<file path="src/core/video_switch_cfg.svh">
// Offsets, field positions, reset values and timing for the auxiliary register bank
`ifndef VIDEO_SWITCH_CFG_SVH
`define VIDEO_SWITCH_CFG_SVH
`define OFS_TERM_CTRL     8'h03
`define OFS_AUX_ENABLES   8'h04
`define OFS_HP_WIDTH      8'h05
`define OFS_HP_OVERRIDE   8'h06
`define OFS_LOSS_CTRL     8'h07
`define OFS_REPL_MODE     8'h0E
`define OFS_UNLOCK        8'h0F
`define OFS_LOSS_FLAGS    8'h10
`define OFS_REVISION      8'hFE
`define OFS_DEVICE        8'hFF
`define RST_TERM_CTRL     8'h0F
`define RST_AUX_ENABLES   3'h7
`define RST_HP_WIDTH      8'h05
`define RST_HP_OVERRIDE   5'h00
`define RST_LOSS_CTRL     6'h00
`define RST_UNLOCK        8'h00
`define TERM_MANUAL_SRC   4'hF
`define HP_SRC_BIT        4
`define LOSS_EN_BIT       0
`define LOSS_RSVD_BIT     1
`define SQUELCH_BIT       2
`define LOSS_THR_LSB      4
`define DISPLAY_BUF_BIT   1
`define CONSUMER_BUF_BIT  0
`define UNLOCK_KEY        8'h96
`define SLAVE_ADDR_HI     5'h12
`define CLK_KHZ           20000
`define HP_STEP_MS        24
`define HP_STEP_CYCLES    (`HP_STEP_MS * `CLK_KHZ)
`endif

</file>
<file path="src/core/video_switch_pkg.sv">
// Types and shared helpers for the video switch auxiliary register bank
package video_switch_pkg;
   typedef enum logic [3:0] {
      S_IDLE, S_DEV, S_ACK_DEV, S_PTR, S_ACK_PTR, S_WDATA, S_ACK_WDATA, S_RDATA, S_MACK
   } serial_state_type;

   function automatic logic [3:0] onehot4(input logic [1:0] sel);
      onehot4 = 4'h1 << sel;
   endfunction : onehot4
endpackage : video_switch_pkg

</file>
<file path="src/core/reg_access_if.sv">
// Register access path between the serial engine and the register bank
`timescale 1ns/1ps
interface reg_access_if;
   logic [7:0] addr;
   logic [7:0] wdata;
   logic       wr;
   logic [7:0] rdata;
   modport engine (output addr, output wdata, output wr, input rdata);
   modport bank (input addr, input wdata, input wr, output rdata);
endinterface : reg_access_if

</file>
<file path="src/core/video_switch_aux_config_regs.sv">
// Two-wire serial slave and pin handling for the auxiliary configuration registers
`timescale 1ns/1ps
`include "video_switch_cfg.svh"
// Behaviour
// - Termination source: 0000 automatic, 1111 manual
// - Manual mask bits enable inputs A..D
// - Buffer enable bits; register resets to 0x07
// - Hot-plug pulse equals length times step
// - Source bit selects automatic or manual hot-plug
// - Manual mask bits pull hot-plug outputs low
// - Loss enable bit and threshold select field
// - Autosquelch bit; reserved bit written zero
// - Replicator mode bit stops replicator when set
// - Key 0x96 unlocks EEPROM, 0x00 locks
// - Loss flags per input, zero while detection is disabled
// - Slave address 10010 plus two pins
module video_switch_aux_config_regs
   import video_switch_pkg::*;
#(
   parameter int         STEP_CYCLES    = `HP_STEP_CYCLES,
   // Identification values are arbitrary
   parameter logic [7:0] REVISION_VALUE = 8'h11,
   parameter logic [7:0] DEVICE_VALUE   = 8'h5A
) (
   // Clock and reset
   input  wire logic       mclk,
   input  wire logic       rst,
   // Serial bus pins
   input  wire logic       scl_in,
   input  wire logic       sda_in,
   output logic            sda_out,
   output logic            sda_oe,
   input  wire logic [1:0] addr_sel,
   // Channel switch events
   input  wire logic       chan_switch,
   input  wire logic [1:0] chan_sel,
   // Loss detectors, one per input
   input  wire logic [3:0] loss_raw,
   // Input terminations
   output logic [3:0]      term_on,
   // Auxiliary buffers
   output logic            display_link_buffer_on,
   output logic            consumer_ctrl_buffer_on,
   // Hot-plug open-drain outputs, bit 0 is input A
   output logic [3:0]      hotplug_out,
   output logic [3:0]      hotplug_oe,
   // Loss detection and squelch settings
   output logic            loss_detect_on,
   output logic [1:0]      loss_threshold_sel,
   output logic            autosquelch_on,
   // Replicator and EEPROM protection
   output logic            replicator_off_bit,
   output logic            eeprom_write_ok
);
   reg_access_if bus ();

   // Pin synchronisers; third stage only for edge detection
   logic       scl_m_q, scl_s_q, scl_p_q;
   logic       sda_m_q, sda_s_q, sda_p_q;
   logic [1:0] addr_m_q, addr_s_q;
   logic [3:0] loss_m_q, loss_s_q;
   logic       scl_m_d, scl_s_d, scl_p_d;
   logic       sda_m_d, sda_s_d, sda_p_d;
   logic [1:0] addr_m_d, addr_s_d;
   logic [3:0] loss_m_d, loss_s_d;

   always_comb begin
      scl_m_d  = scl_in;
      scl_s_d  = scl_m_q;
      scl_p_d  = scl_s_q;
      sda_m_d  = sda_in;
      sda_s_d  = sda_m_q;
      sda_p_d  = sda_s_q;
      addr_m_d = addr_sel;
      addr_s_d = addr_m_q;
      loss_m_d = loss_raw;
      loss_s_d = loss_m_q;
   end

   // Bus idles high so clock and data synchronisers reset to one
   always_ff @(posedge mclk) begin
      if (rst) begin
         scl_m_q  <= 1'b1;
         scl_s_q  <= 1'b1;
         scl_p_q  <= 1'b1;
         sda_m_q  <= 1'b1;
         sda_s_q  <= 1'b1;
         sda_p_q  <= 1'b1;
         addr_m_q <= 2'h0;
         addr_s_q <= 2'h0;
         loss_m_q <= 4'h0;
         loss_s_q <= 4'h0;
      end else begin
         scl_m_q  <= scl_m_d;
         scl_s_q  <= scl_s_d;
         scl_p_q  <= scl_p_d;
         sda_m_q  <= sda_m_d;
         sda_s_q  <= sda_s_d;
         sda_p_q  <= sda_p_d;
         addr_m_q <= addr_m_d;
         addr_s_q <= addr_s_d;
         loss_m_q <= loss_m_d;
         loss_s_q <= loss_s_d;
      end
   end

   logic scl_rise, scl_fall, bus_start, bus_stop;

   assign scl_rise  = scl_s_q & ~scl_p_q;
   assign scl_fall  = ~scl_s_q & scl_p_q;
   assign bus_start = scl_s_q & scl_p_q & sda_p_q & ~sda_s_q;
   assign bus_stop  = scl_s_q & scl_p_q & ~sda_p_q & sda_s_q;

   // Serial engine
   serial_state_type st_q, st_d;
   logic [3:0]       cnt_q, cnt_d;
   logic [7:0]       shift_q, shift_d;
   logic [7:0]       tx_q, tx_d;
   logic [7:0]       ptr_q, ptr_d;
   logic [7:0]       wdata_q, wdata_d;
   logic             rw_q, rw_d;
   logic             nack_q, nack_d;
   logic             oe_q, oe_d;
   logic             wr_q, wr_d;

   always_comb begin
      st_d    = st_q;
      cnt_d   = cnt_q;
      shift_d = shift_q;
      tx_d    = tx_q;
      ptr_d   = ptr_q;
      wdata_d = wdata_q;
      rw_d    = rw_q;
      nack_d  = nack_q;
      oe_d    = oe_q;
      wr_d    = 1'b0;
      if (bus_start) begin
         st_d  = S_DEV;
         cnt_d = 4'h0;
         oe_d  = 1'b0;
      end else if (bus_stop) begin
         st_d = S_IDLE;
         oe_d = 1'b0;
      end else if (scl_rise) begin
         case (st_q)
            S_DEV, S_PTR, S_WDATA: begin
               shift_d = {shift_q[6:0], sda_s_q};
               cnt_d   = cnt_q + 4'h1;
            end
            S_RDATA: cnt_d = cnt_q + 4'h1;
            S_MACK:  nack_d = sda_s_q;
            default: ;
         endcase
      end else if (scl_fall) begin
         case (st_q)
            S_DEV: begin
               if (cnt_q == 4'h8) begin
                  // Only our own address is answered
                  if (shift_q[7:1] == {`SLAVE_ADDR_HI, addr_s_q}) begin
                     st_d = S_ACK_DEV;
                     rw_d = shift_q[0];
                     oe_d = 1'b1;
                  end else begin
                     st_d = S_IDLE;
                  end
               end
            end
            S_ACK_DEV: begin
               cnt_d = 4'h0;
               if (rw_q) begin
                  st_d = S_RDATA;
                  tx_d = bus.rdata;
                  oe_d = ~bus.rdata[7];
               end else begin
                  st_d = S_PTR;
                  oe_d = 1'b0;
               end
            end
            S_PTR: begin
               if (cnt_q == 4'h8) begin
                  ptr_d = shift_q;
                  st_d  = S_ACK_PTR;
                  oe_d  = 1'b1;
               end
            end
            S_ACK_PTR, S_ACK_WDATA: begin
               st_d  = S_WDATA;
               cnt_d = 4'h0;
               oe_d  = 1'b0;
            end
            S_WDATA: begin
               if (cnt_q == 4'h8) begin
                  wdata_d = shift_q;
                  wr_d    = 1'b1;
                  st_d    = S_ACK_WDATA;
                  oe_d    = 1'b1;
               end
            end
            S_RDATA: begin
               if (cnt_q == 4'h8) begin
                  // Release for the master's acknowledge
                  st_d  = S_MACK;
                  oe_d  = 1'b0;
                  ptr_d = ptr_q + 8'h01;
               end else begin
                  tx_d = {tx_q[6:0], 1'b0};
                  oe_d = ~tx_q[6];
               end
            end
            S_MACK: begin
               cnt_d = 4'h0;
               if (nack_q) begin
                  st_d = S_IDLE;
               end else begin
                  st_d = S_RDATA;
                  tx_d = bus.rdata;
                  oe_d = ~bus.rdata[7];
               end
            end
            default: ;
         endcase
      end
      // Pointer advances after each written byte
      if (wr_q) begin
         ptr_d = ptr_q + 8'h01;
      end
   end

   always_ff @(posedge mclk) begin
      if (rst) begin
         st_q    <= S_IDLE;
         cnt_q   <= 4'h0;
         shift_q <= 8'h00;
         tx_q    <= 8'h00;
         ptr_q   <= 8'h00;
         wdata_q <= 8'h00;
         rw_q    <= 1'b0;
         nack_q  <= 1'b1;
         oe_q    <= 1'b0;
         wr_q    <= 1'b0;
      end else begin
         st_q    <= st_d;
         cnt_q   <= cnt_d;
         shift_q <= shift_d;
         tx_q    <= tx_d;
         ptr_q   <= ptr_d;
         wdata_q <= wdata_d;
         rw_q    <= rw_d;
         nack_q  <= nack_d;
         oe_q    <= oe_d;
         wr_q    <= wr_d;
      end
   end

   // Open-drain pins only ever pull low
   logic low_q;

   always_ff @(posedge mclk) begin
      low_q <= 1'b0;
   end

   assign bus.addr    = ptr_q;
   assign bus.wdata   = wdata_q;
   assign bus.wr      = wr_q;
   assign sda_out     = low_q;
   assign sda_oe      = oe_q;
   assign hotplug_out = {4{low_q}};

   aux_reg_bank #(
      .STEP_CYCLES    (STEP_CYCLES),
      .REVISION_VALUE (REVISION_VALUE),
      .DEVICE_VALUE   (DEVICE_VALUE)
   ) u_bank (
      .mclk                    (mclk),
      .rst                     (rst),
      .bus                     (bus.bank),
      .chan_switch             (chan_switch),
      .chan_sel                (chan_sel),
      .loss_sync               (loss_s_q),
      .term_on                 (term_on),
      .display_link_buffer_on  (display_link_buffer_on),
      .consumer_ctrl_buffer_on (consumer_ctrl_buffer_on),
      .hotplug_oe              (hotplug_oe),
      .loss_detect_on          (loss_detect_on),
      .loss_threshold_sel      (loss_threshold_sel),
      .autosquelch_on          (autosquelch_on),
      .replicator_off_bit      (replicator_off_bit),
      .eeprom_write_ok         (eeprom_write_ok)
   );
endmodule : video_switch_aux_config_regs

</file>
<file path="src/core/aux_reg_bank.sv">
// Register storage, hot-plug pulse timer and derived control outputs
`timescale 1ns/1ps
`include "video_switch_cfg.svh"
module aux_reg_bank
   import video_switch_pkg::*;
#(
   parameter int         STEP_CYCLES    = `HP_STEP_CYCLES,
   // Identification values are arbitrary
   parameter logic [7:0] REVISION_VALUE = 8'h11,
   parameter logic [7:0] DEVICE_VALUE   = 8'h5A
) (
   input  wire logic       mclk,
   input  wire logic       rst,
   reg_access_if.bank      bus,
   input  wire logic       chan_switch,
   input  wire logic [1:0] chan_sel,
   input  wire logic [3:0] loss_sync,
   output logic [3:0]      term_on,
   output logic            display_link_buffer_on,
   output logic            consumer_ctrl_buffer_on,
   output logic [3:0]      hotplug_oe,
   output logic            loss_detect_on,
   output logic [1:0]      loss_threshold_sel,
   output logic            autosquelch_on,
   output logic            replicator_off_bit,
   output logic            eeprom_write_ok
);
   localparam int CW = $clog2(STEP_CYCLES + 1);

   logic [7:0]    term_q, term_d, hp_len_q, hp_len_d, key_q, key_d, rdata_q, rdata_d;
   logic [2:0]    aux_q, aux_d;
   logic [4:0]    hp_ovr_q, hp_ovr_d;
   logic [5:0]    loss_q, loss_d;
   logic          repl_q, repl_d, busy_q, busy_d, unlock_q, unlock_d;
   logic [3:0]    flags_q, flags_d, term_out_q, term_out_d, hp_oe_q, hp_oe_d;
   logic [1:0]    hp_ch_q, hp_ch_d;
   logic [7:0]    steps_q, steps_d;
   logic [CW-1:0] cyc_q, cyc_d;

   always_comb begin
      term_d   = term_q;
      aux_d    = aux_q;
      hp_len_d = hp_len_q;
      hp_ovr_d = hp_ovr_q;
      loss_d   = loss_q;
      repl_d   = repl_q;
      key_d    = key_q;
      // Unused bits are dropped on write
      if (bus.wr) begin
         case (bus.addr)
            `OFS_TERM_CTRL:   term_d   = bus.wdata;
            `OFS_AUX_ENABLES: aux_d    = bus.wdata[2:0];
            `OFS_HP_WIDTH:    hp_len_d = bus.wdata;
            `OFS_HP_OVERRIDE: hp_ovr_d = bus.wdata[4:0];
            `OFS_LOSS_CTRL:   loss_d   = {bus.wdata[5:4], 1'b0, bus.wdata[2:0]};
            `OFS_REPL_MODE:   repl_d   = bus.wdata[0];
            `OFS_UNLOCK:      key_d    = bus.wdata;
            default:          ;
         endcase
      end
      // Compare ahead of the flop so the unlock pin is registered
      unlock_d = (key_d == `UNLOCK_KEY);
      // Flags reflect detectors only while detection is enabled
      flags_d = loss_q[`LOSS_EN_BIT] ? loss_sync : 4'h0;
      case (bus.addr)
         `OFS_TERM_CTRL:   rdata_d = term_q;
         `OFS_AUX_ENABLES: rdata_d = {5'h00, aux_q};
         `OFS_HP_WIDTH:    rdata_d = hp_len_q;
         `OFS_HP_OVERRIDE: rdata_d = {3'h0, hp_ovr_q};
         `OFS_LOSS_CTRL:   rdata_d = {2'h0, loss_q};
         `OFS_LOSS_FLAGS:  rdata_d = {4'h0, flags_q};
         `OFS_REVISION:    rdata_d = REVISION_VALUE;
         `OFS_DEVICE:      rdata_d = DEVICE_VALUE;
         default:          rdata_d = 8'h00;
      endcase
   end

   // Pulse lasts hotplug_pulse_len steps; a new switch restarts it
   always_comb begin
      busy_d  = busy_q;
      hp_ch_d = hp_ch_q;
      steps_d = steps_q;
      cyc_d   = cyc_q;
      if (chan_switch && hp_len_q != 8'h00) begin
         busy_d  = 1'b1;
         hp_ch_d = chan_sel;
         steps_d = hp_len_q;
         cyc_d   = CW'(STEP_CYCLES - 1);
      end else if (busy_q) begin
         if (cyc_q == '0) begin
            cyc_d   = CW'(STEP_CYCLES - 1);
            steps_d = steps_q - 8'h01;
            busy_d  = (steps_q != 8'h01);
         end else begin
            cyc_d = cyc_q - 1'b1;
         end
      end
      if (hp_ovr_q[`HP_SRC_BIT]) begin
         hp_oe_d = hp_ovr_q[3:0];
      end else begin
         hp_oe_d = busy_q ? onehot4(hp_ch_q) : 4'h0;
      end
      if (term_q[7:4] == `TERM_MANUAL_SRC) begin
         term_out_d = term_q[3:0];
      end else begin
         term_out_d = onehot4(chan_sel);
      end
   end

   always_ff @(posedge mclk) begin
      if (rst) begin
         term_q     <= `RST_TERM_CTRL;
         aux_q      <= `RST_AUX_ENABLES;
         hp_len_q   <= `RST_HP_WIDTH;
         hp_ovr_q   <= `RST_HP_OVERRIDE;
         loss_q     <= `RST_LOSS_CTRL;
         repl_q     <= 1'b0;
         key_q      <= `RST_UNLOCK;
         unlock_q   <= 1'b0;
         rdata_q    <= 8'h00;
         flags_q    <= 4'h0;
         busy_q     <= 1'b0;
         hp_ch_q    <= 2'h0;
         steps_q    <= 8'h00;
         cyc_q      <= '0;
         hp_oe_q    <= 4'h0;
         term_out_q <= 4'h0;
      end else begin
         term_q     <= term_d;
         aux_q      <= aux_d;
         hp_len_q   <= hp_len_d;
         hp_ovr_q   <= hp_ovr_d;
         loss_q     <= loss_d;
         repl_q     <= repl_d;
         key_q      <= key_d;
         unlock_q   <= unlock_d;
         rdata_q    <= rdata_d;
         flags_q    <= flags_d;
         busy_q     <= busy_d;
         hp_ch_q    <= hp_ch_d;
         steps_q    <= steps_d;
         cyc_q      <= cyc_d;
         hp_oe_q    <= hp_oe_d;
         term_out_q <= term_out_d;
      end
   end

   assign bus.rdata               = rdata_q;
   assign term_on                 = term_out_q;
   assign display_link_buffer_on  = aux_q[`DISPLAY_BUF_BIT];
   assign consumer_ctrl_buffer_on = aux_q[`CONSUMER_BUF_BIT];
   assign hotplug_oe              = hp_oe_q;
   assign loss_detect_on          = loss_q[`LOSS_EN_BIT];
   assign loss_threshold_sel      = loss_q[`LOSS_THR_LSB +: 2];
   assign autosquelch_on          = loss_q[`SQUELCH_BIT];
   assign replicator_off_bit      = repl_q;
   assign eeprom_write_ok         = unlock_q;
endmodule : aux_reg_bank

</file>
<file path="config.mk">
export PLATFORM = sky130hd
export DESIGN_NAME = video_switch_aux_config_regs
export DESIGN_NICKNAME = d
export VERILOG_FILES = /design/src/core/video_switch_pkg.sv /design/src/core/reg_access_if.sv /design/src/core/video_switch_aux_config_regs.sv /design/src/core/aux_reg_bank.sv
export VERILOG_INCLUDE_DIRS = /design/src /design/src/core
export SDC_FILE = /design/constraint.sdc
export NUM_CORES = 1
export LEC_CHECK = 0
export BUFFER_PORTS_ARGS = -buffer_cell sky130_fd_sc_hd__clkbuf_2
export CAP_MARGIN = 20
export CORE_MARGIN = 2
export CORE_UTILIZATION = 55
export CTS_CLUSTER_DIAMETER = 200
export DETAILED_ROUTE_END_ITERATION = 7
export GPL_ROUTABILITY_DRIVEN = 0
export HOLD_SLACK_MARGIN = 0.15
export PLACE_DENSITY = 0.69
export SLEW_MARGIN = 20
export SYNTH_ARGS = -nofsm -noshare
export SYNTH_HDL_FRONTEND = slang
export SYNTH_SLANG_ARGS = --single-unit
</file>
<file path="constraint.sdc">
create_clock -name mclk -period 5.8 [get_ports mclk]
set_clock_uncertainty 0.15 [all_clocks]
set_input_delay 0.58 -clock mclk [delete_from_list [all_inputs] [get_ports mclk]]
set_output_delay 0.58 -clock mclk [all_outputs]
set_load 0.005 [all_outputs]
</file>
==> results of run 1 <==
==> cell usage in the layout (no fill, tap or decap), drive strengths merged, types with 17 or more instances in the layout <==
cell type and count:
a21oi 38, clkbuf 46, dfxtp 150, inv 19, mux2i 55, nand2 63, nand3 19, nor2 105
nor2b 19, nor3 17, o21ai 19
==> worst reg2reg max path, stage by stage, from the launching register on <==
cell	delay [ns]
sky130_fd_sc_hd__dfxtp_1	0.65
sky130_fd_sc_hd__and4b_1	0.48
sky130_fd_sc_hd__nand2_1	0.11
sky130_fd_sc_hd__a221oi_2	0.65
sky130_fd_sc_hd__nor2_1	0.08
sky130_fd_sc_hd__a311oi_1	0.29
==> power groups by stage <==
stage          sequential [uW]  combinational (uW)  clock, uW
2_1_floorplan             1080                76.0          0
3_3_place_gp              1090                90.7          0
3_5_place_dp              1090                93.4          0
4_1_cts                   1070                94.3       1190
5_1_grt                   1070                 106       1240
6_report                  1070                94.5       1180
==> cell families after synthesis <==
logic type,count (synthesis),share of synthesized area [%]
flip-flops,150,43.8
buffers and inverters,67,4.41
other,1,0.0547
AND/OR/NAND/NOR,306,23.7
XOR/XNOR,24,3.06
multiplexers,57,8.35
adder cells (fa/ha/maj),13,2.37
AO/OA/AOI/OAI,143,14.3
==> metrics by stage <==
step	utilization [%]	setup slack, ns	power (uW)
floorplan	-	3.76	1160
global placement	57.8	3.47	1180
detailed placement	57.8	3.32	1180
CTS	63.1	3.29	2350
global route	63.1	3.01	2410
finish	63.1	3.29	2340
==> how the worst max path moves through the flow <==
stage,slack [ns],from,endpoint
floorplan,3.76,bus.addr[0],u_bank.bus.rdata[0]
global placement,3.47,u_bank.hp_len_q[4],u_bank.cyc_q[15]
detailed placement,3.32,st_q[1],tx_q[1]
CTS,3.29,st_q[1],tx_q[1]
global route,3.01,st_q[1],tx_q[5]
finish,3.29,st_q[1],tx_q[1]
==> cells in the mapped netlist (7+ instances only) <==
master,count,share of area (%)
sky130_fd_sc_hd__dfxtp_1,150,44
sky130_fd_sc_hd__nor2_1,105,5.7
sky130_fd_sc_hd__nand2_1,63,3.4
sky130_fd_sc_hd__mux2i_1,55,8.0
sky130_fd_sc_hd__a21oi_1,38,2.8
sky130_fd_sc_hd__clkbuf_1,26,1.4
sky130_fd_sc_hd__nor2b_1,19,1.7
sky130_fd_sc_hd__nand3_1,17,1.2
sky130_fd_sc_hd__inv_1,16,0.88
sky130_fd_sc_hd__o21ai_0,16,1.2
sky130_fd_sc_hd__nor3_1,15,1.1
sky130_fd_sc_hd__buf_2,14,1.0
sky130_fd_sc_hd__ha_1,13,2.4
sky130_fd_sc_hd__xor2_1,13,1.7
sky130_fd_sc_hd__a211oi_1,12,1.3
sky130_fd_sc_hd__a31oi_1,12,1.1
sky130_fd_sc_hd__xnor2_1,11,1.4
sky130_fd_sc_hd__nand2b_1,10,0.91
sky130_fd_sc_hd__a311oi_1,9,1.1
sky130_fd_sc_hd__or4_1,9,0.98
sky130_fd_sc_hd__a22oi_1,8,0.88
sky130_fd_sc_hd__and2_1,8,0.73
sky130_fd_sc_hd__nand4_1,8,0.73
sky130_fd_sc_hd__buf_4,7,0.77
==> layout make-up <==
class | instances | area (sq um) | area share, %
clock buffer | 18 | 439 | 5.75
clock inverter | 14 | 198 | 2.59
multi-input combinational | 548 | 3570 | 46.7
sequential | 150 | 3000 | 39.3
inverter | 16 | 60.1 | 0.786
timing repair buffer | 31 | 163 | 2.13
tap | 168 | 210 | 2.75
==> state kept, by name (all words and copies together) (netlist names), 7 cells and up <==
name and count:
u_bank.key_q 8, shift_q 8, u_bank.term_q 8, u_bank.bus.rdata 8
u_bank.steps_q 8, u_bank.hp_len_q 8, bus.addr 8, u_bank.cyc_q 19
tx_q 7, bus.wdata 8
==> per-layer routing <==
metal	vias up	part of all wire (%)
met4	0	1.0
li1	2712	-
met3	19	4.9
met1	2625	46
met5	-	0
met2	142	48
==> qor_table.md, run 1 <==
| Result | Value |
| --- | --- |
| First-pass GRT wire length | 25700 microns |
| EDFF count, synth | 0 |
| Fin cells | 945 |
| Destination of the worst hold path | scl_m_q |
| Type of destination of the critical path | flip-flop |
| Total placed instance area | 7000 sq um |
| Clock transition time at the flip-flop clock pins of the worst setup and hold paths | 0.06 ns |
| Part of the cycle the worst path needs | 43.2% |
| Placement row count | 40 |
| Post-synthesis sequential area ratio | 43.8% |
| WP buf/inv | 0 |
| Part of the power in combinational logic | 4.0% |
| Cell chosen for the clock root | sky130_fd_sc_hd__clkbuf_16 |
| Sum of net half-perimeters after detailed placement | 10800 microns |
| Final hold slack | 0.186 ns |
| Filler Cell Count | 1074 |
| Slowest stage delay, CP | 0.65 ns |
| Count of buffers from port buffering | 29 |
| Async set-or-reset flop fraction in the synthesized netlist | 0% |
| CP Data Required Time | 5.97 ns |
| Hold Buf Count CTS | 0 |
| Critical path startpoint category | flip-flop |
| Mapped Cells | 761 |
| Share of total power in sequential cells | 45.7% |
| Final ANT Viol Nets | 0 |
| Met2 Use GR | 39.4% |
| Result of the run | finished clean |
| Launch point of the worst hold path | scl_in |
| Count of cells resized by post-cts repair | 0 |
| Synth-to-Final Area Change | 11.4% |
| H-Tree Level Count | 4 |
| Lkg Pwr | 0.00293 uW |
| Number of antenna violations at the first check in global routing | 0 |
| Largest fanout on the critical path | 17 |
| Count of routing violations after the opening detailed-route iteration | 462 |
| Vias per cell | 5.82 |
| # nets final | 790 |
| Post-route cell area | 7640 sq um |
| Number of unique standard cell types used by synthesis | 75 |
| Worst EP arrival | 2.68 ns |
| Max Buffers Root-to-Sink | 2 |
| Leading register cell type out of synthesis | sky130_fd_sc_hd__dfxtp_1 |
| Reported max-cap violation count | 0 |
| P_sw | 517 uW |
| Effective utilization at floorplan | 56.6% |
| Height of the die | 116 microns |
| #FFs+latches synth | 150 |
| Total grt overflow | 0 |
| Critical path's top delay family | compound AO/OA/AOI/OAI gates |
| Total number of vias | 5498 |
| Worst slew slack as a fraction of its limit | 43.4% |
| Global-route layer with the greatest usage | met2 |
| Count of inserted antenna diode cells | 0 |
| Layout cell share with drive strength beyond 1 | 11.6% |
| Count of TritonRoute iterations in the first routing pass | 5 |
| Largest net degree at the start of global routing | 69 |
| Maximum vdd ir drop | 329 uV |
| Worst hold path class | input pin to flip-flop |
| Share of total power in the clock network | 50.2% |
| RSZ-0062 raised after global routing | no |
| Final hold viol count | 0 |
| Cell count after placement | 913 |
| Number of top-level pins | 35 |
| Clock net sink count | 150 |
| Clock tree from TritonCTS | done |
| End of the worst register-to-register path | tx_q[1] |
| Worst-skew pair later-pin latency | 0.43 ns |
| Setup slack on the worst flop-to-flop path | 3.29 ns |
| Hold Path Stages | 2 |
| Core Box Area | 12100 sq um |
| Minimum clock period after layout | 2.51 ns |
| Die Wd | 116 microns |
| Library cell contributing the largest single delay on the critical path | sky130_fd_sc_hd__dfxtp_1 |
| Worst Tran Pin Value | 0.846 ns |
| Via count of the first global-routing pass | 5134 |
| Proportion of total power due to net switching | 22.1% |
| R2r worst-path depth | 5 |
| Combined global-route utilization of all metal layers | 24.3% |
| Maximum frequency from static timing analysis | 399 MHz |
| Number of remaining DRC errors | 0 |
| Cell area after technology mapping | 6860 sq um |
| Routing usage on met1 | 32.1% |
| Post-CTS setup buffer count | 0 |
| Critical R2R Launch | st_q[1] |
| Synthesis Warnings | 0 |
| Fin. max-slew vios | 0 |
| Instance count on the critical path | 5 |
| Chain of cells forming the critical path | and4b_1, nand2_1, a221oi_2, nor2_1, a311oi_1 |
| Met3 usage | 5.81% |
| Internal power of the cells | 1820 uW |
| Avg WL per Cell | 16.4 microns |
| P per Cell Area | 306 nW/um^2 |
| Die area | 13400 sq um |
| Critical path type | flip-flop to flip-flop |
| Per-instance average area after synthesis | 9.01 sq um |
| CTS buffer count | 17 |
| Setup TNS after final layout | 0 ns |
| WL final | 15500 microns |
| Number of setup violations in the final report | 0 |
Note: power is estimated with default switching activity, not from simulation.
==> run 2, diff against run 1 <==
==> constraint.sdc (replaced) <==
create_clock -name mclk -period 2.5 [get_ports mclk]
set_clock_uncertainty 0.15 [all_clocks]
set_input_delay 0.25 -clock mclk [delete_from_list [all_inputs] [get_ports mclk]]
set_output_delay 0.25 -clock mclk [all_outputs]
set_load 0.005 [all_outputs]
==> run 2 against run 1 <==
  * Core utilization is 1.7 points higher
  * Via count grew 2.5%
  * Combinational power rose to 2.7 times the previous value
  * Clock power is 100% higher
  * Highest routed layer unchanged
  * Register-to-register slack got worse by 3.1 ns
  * Global-route usage up 0.83 points
  * Largest cell class unchanged
  * First-iteration DRC count decreased by 20%
  * Sequential power up 130%
==> qor_table.md, run 2 (same netlist as run 1, synthesis figures left out) <==
| Result | Value | vs previous |
| --- | --- | --- |
| Commonest non-fill, non-tap cells in the layout | 150 x sky130_fd_sc_hd__dfxtp_1, 105 x sky130_fd_sc_hd__nor2_1, 63 x sky130_fd_sc_hd__nand2_1, 55 x sky130_fd_sc_hd__mux2i_1, 38 x sky130_fd_sc_hd__a21oi_1 | unchanged |
| Count of buffers from port buffering | 29 | unchanged |
| Critical path type | flip-flop to flip-flop | unchanged |
| Routing usage on met1 | 32.5% | was 32.1% |
| Setup TNS after final layout | 0 ns | unchanged |
| Post-CTS setup buffer count | 0 | unchanged |
| Combined global-route utilization of all metal layers | 25.2% | was 24.3% |
| Total number of vias | 5638 | was 5498 |
| Critical path startpoint category | flip-flop | unchanged |
| Maximum frequency from static timing analysis | 440 MHz | was 399 MHz |
| Met3 usage | 5.28% | was 5.81% |
| Library cell contributing the largest single delay on the critical path | sky130_fd_sc_hd__ha_1 | was sky130_fd_sc_hd__dfxtp_1 |
| Total grt overflow | 0 | unchanged |
| Most common library cell in the layout ignoring fill and taps | sky130_fd_sc_hd__dfxtp_1 | unchanged |
| Setup slack on the worst flop-to-flop path | 0.23 ns | was 3.29 ns |
| Synth-to-Final Area Change | 14.4% | was 11.4% |
| Result of the run | finished clean | unchanged |
| Fin cells | 976 | was 945 |
| Effective utilization at floorplan | 56.6% | unchanged |
| Clock tree from TritonCTS | done | unchanged |
| Minimum clock period after layout | 2.27 ns | was 2.51 ns |
| Height of the die | 116 microns | unchanged |
| Worst hold path class | input pin to flip-flop | unchanged |
| Via count of the first global-routing pass | 5471 | was 5134 |
| Maximum vdd ir drop | 663 uV | was 329 uV |
| Lkg Pwr | 0.00305 uW | was 0.00293 uW |
| Number of setup violations in the final report | 0 | unchanged |
| Max FFs per register | 19 | unchanged |
| Worst slew slack as a fraction of its limit | 47.1% | was 43.4% |
| Layout cell share with drive strength beyond 1 | 13.4% | was 11.6% |
| Vias per cell | 5.78 | was 5.82 |
| Number of antenna violations at the first check in global routing | 0 | unchanged |
| Slowest stage delay, CP | 0.47 ns | was 0.65 ns |
| WL final | 16100 microns | was 15500 microns |
| Worst Tran Pin Value | 0.790 ns | was 0.846 ns |
| Critical path's top delay family | simple AND/OR/NAND/NOR gates | was compound AO/OA/AOI/OAI gates |
| Reported max-cap violation count | 0 | unchanged |
| Die area | 13400 sq um | unchanged |
| WP buf/inv | 1 | was 0 |
| Placement row count | 40 | unchanged |
| Fin. max-slew vios | 0 | unchanged |
| Sum of net half-perimeters after detailed placement | 11000 microns | was 10800 microns |
| Worst-skew pair later-pin latency | 0.43 ns | about the same |
| H-Tree Level Count | 4 | unchanged |
| CP Data Required Time | 2.71 ns | was 5.97 ns |
| Count of routing violations after the opening detailed-route iteration | 371 | was 462 |
| Max Buffers Root-to-Sink | 2 | unchanged |
| Part of the cycle the worst path needs | 90.9% | was 43.2% |
| Count of inserted antenna diode cells | 0 | unchanged |
| Type of destination of the critical path | flip-flop | unchanged |
| # nets final | 821 | was 790 |
| Chain of cells forming the critical path | ha_1, and3_1, nand3_1, buf_4, nor3_1, a31oi_1, nor2_1 | was and4b_1, nand2_1, a221oi_2, nor2_1, a311oi_1 |
| Number of top-level pins | 35 | unchanged |
| Clock transition time at the flip-flop clock pins of the worst setup and hold paths | 0.06 ns | about the same |
| Final ANT Viol Nets | 0 | unchanged |
| Filler Cell Count | 1032 | was 1074 |
| Count of cells resized by post-cts repair | 0 | unchanged |
| P per Cell Area | 653 nW/um^2 | was 306 nW/um^2 |
| Worst EP arrival | 2.48 ns | was 2.68 ns |
| Cell count after placement | 931 | was 913 |
| Final hold viol count | 0 | unchanged |
| Core Box Area | 12100 sq um | unchanged |
| Met2 Use GR | 42.7% | was 39.4% |
| Cell chosen for the clock root | sky130_fd_sc_hd__clkbuf_16 | unchanged |
| CTS buffer count | 17 | unchanged |
| Global-route layer with the greatest usage | met2 | unchanged |
| Die Wd | 116 microns | unchanged |
| Number of remaining DRC errors | 0 | unchanged |
| RSZ-0062 raised after global routing | no | unchanged |
| Avg WL per Cell | 16.5 microns | was 16.4 microns |
| Clock net sink count | 150 | unchanged |
| Largest fanout on the critical path | 11 | was 17 |
| First-pass GRT wire length | 26500 microns | was 25700 microns |
| Largest net degree at the start of global routing | 116 | was 69 |
| Count of TritonRoute iterations in the first routing pass | 6 | was 5 |
| Largest reg by FF count | u_bank.cyc_q | unchanged |
==> run 2: report_power, final <==
group / total, uW / switching (uW) / internal [uW]
registers: 2470 / 39.8 / 2430
logic: 255 / 148 / 107
clock network: 2400 / 1070 / 1320
==> run 2: worst paths after layout <==
kind,start,end,cells after the start
setup / recovery,bus.addr[1],u_bank.eeprom_write_ok,7
hold / removal,rst,shift_q[5],3
setup reg to reg,bus.addr[1],u_bank.eeprom_write_ok,7
hold reg to reg,sda_m_q,sda_p_d,1
==> run 2: worst min-delay path, cell delays in order <==
cell	delay (ns)
sky130_fd_sc_hd__buf_4	0.12
sky130_fd_sc_hd__buf_12	0.24
sky130_fd_sc_hd__nor2_1	0.13
==> run 2: layer usage <==
metal | vias to the layer above | part of all wire (%)
li1 | 2780 | -
met1 | 2668 | 45
met2 | 169 | 49
met3 | 21 | 5.2
met4 | 0 | 1.3
met5 | - | 0
==> run 2: final cells by class <==
| cell class | instances | area [sq um] | area share [%] |
|---|---|---|---|
| Inverter | 16 | 60.1 | 0.765 |
| Timing Repair Buffer | 62 | 453 | 5.77 |
| Clock buffer | 18 | 439 | 5.59 |
| Clock inverter | 14 | 116 | 1.48 |
| Sequential cell | 150 | 3000 | 38.3 |
| Multi-Input combinational cell | 548 | 3570 | 45.5 |
| Tap cell | 168 | 210 | 2.68 |
==> run 2: repair_timing <==
| item | CTS | global route |
|---|---|---|
| hold buffers | 13 | 0 |
| hold endpoints to repair | 16 | 0 |
| setup endpoints to repair | 0 | 0 |
==> run 2: stage by stage <==
step           area [sq um]  hold WS [ns]  util [%]  setup slack (ns)  power, uW
4_1_cts                7850         0.207      64.8             0.248       5140
3_3_place_gp           7160         0.241      59.2             0.346       2750
3_5_place_dp           7160         0.245      59.2             0.263       2760
6_report               7850         0.216      64.8             0.227       5130
2_1_floorplan          6870         0.204         -             0.458       2690
5_1_grt                7850         0.237      64.8             0.117       5290
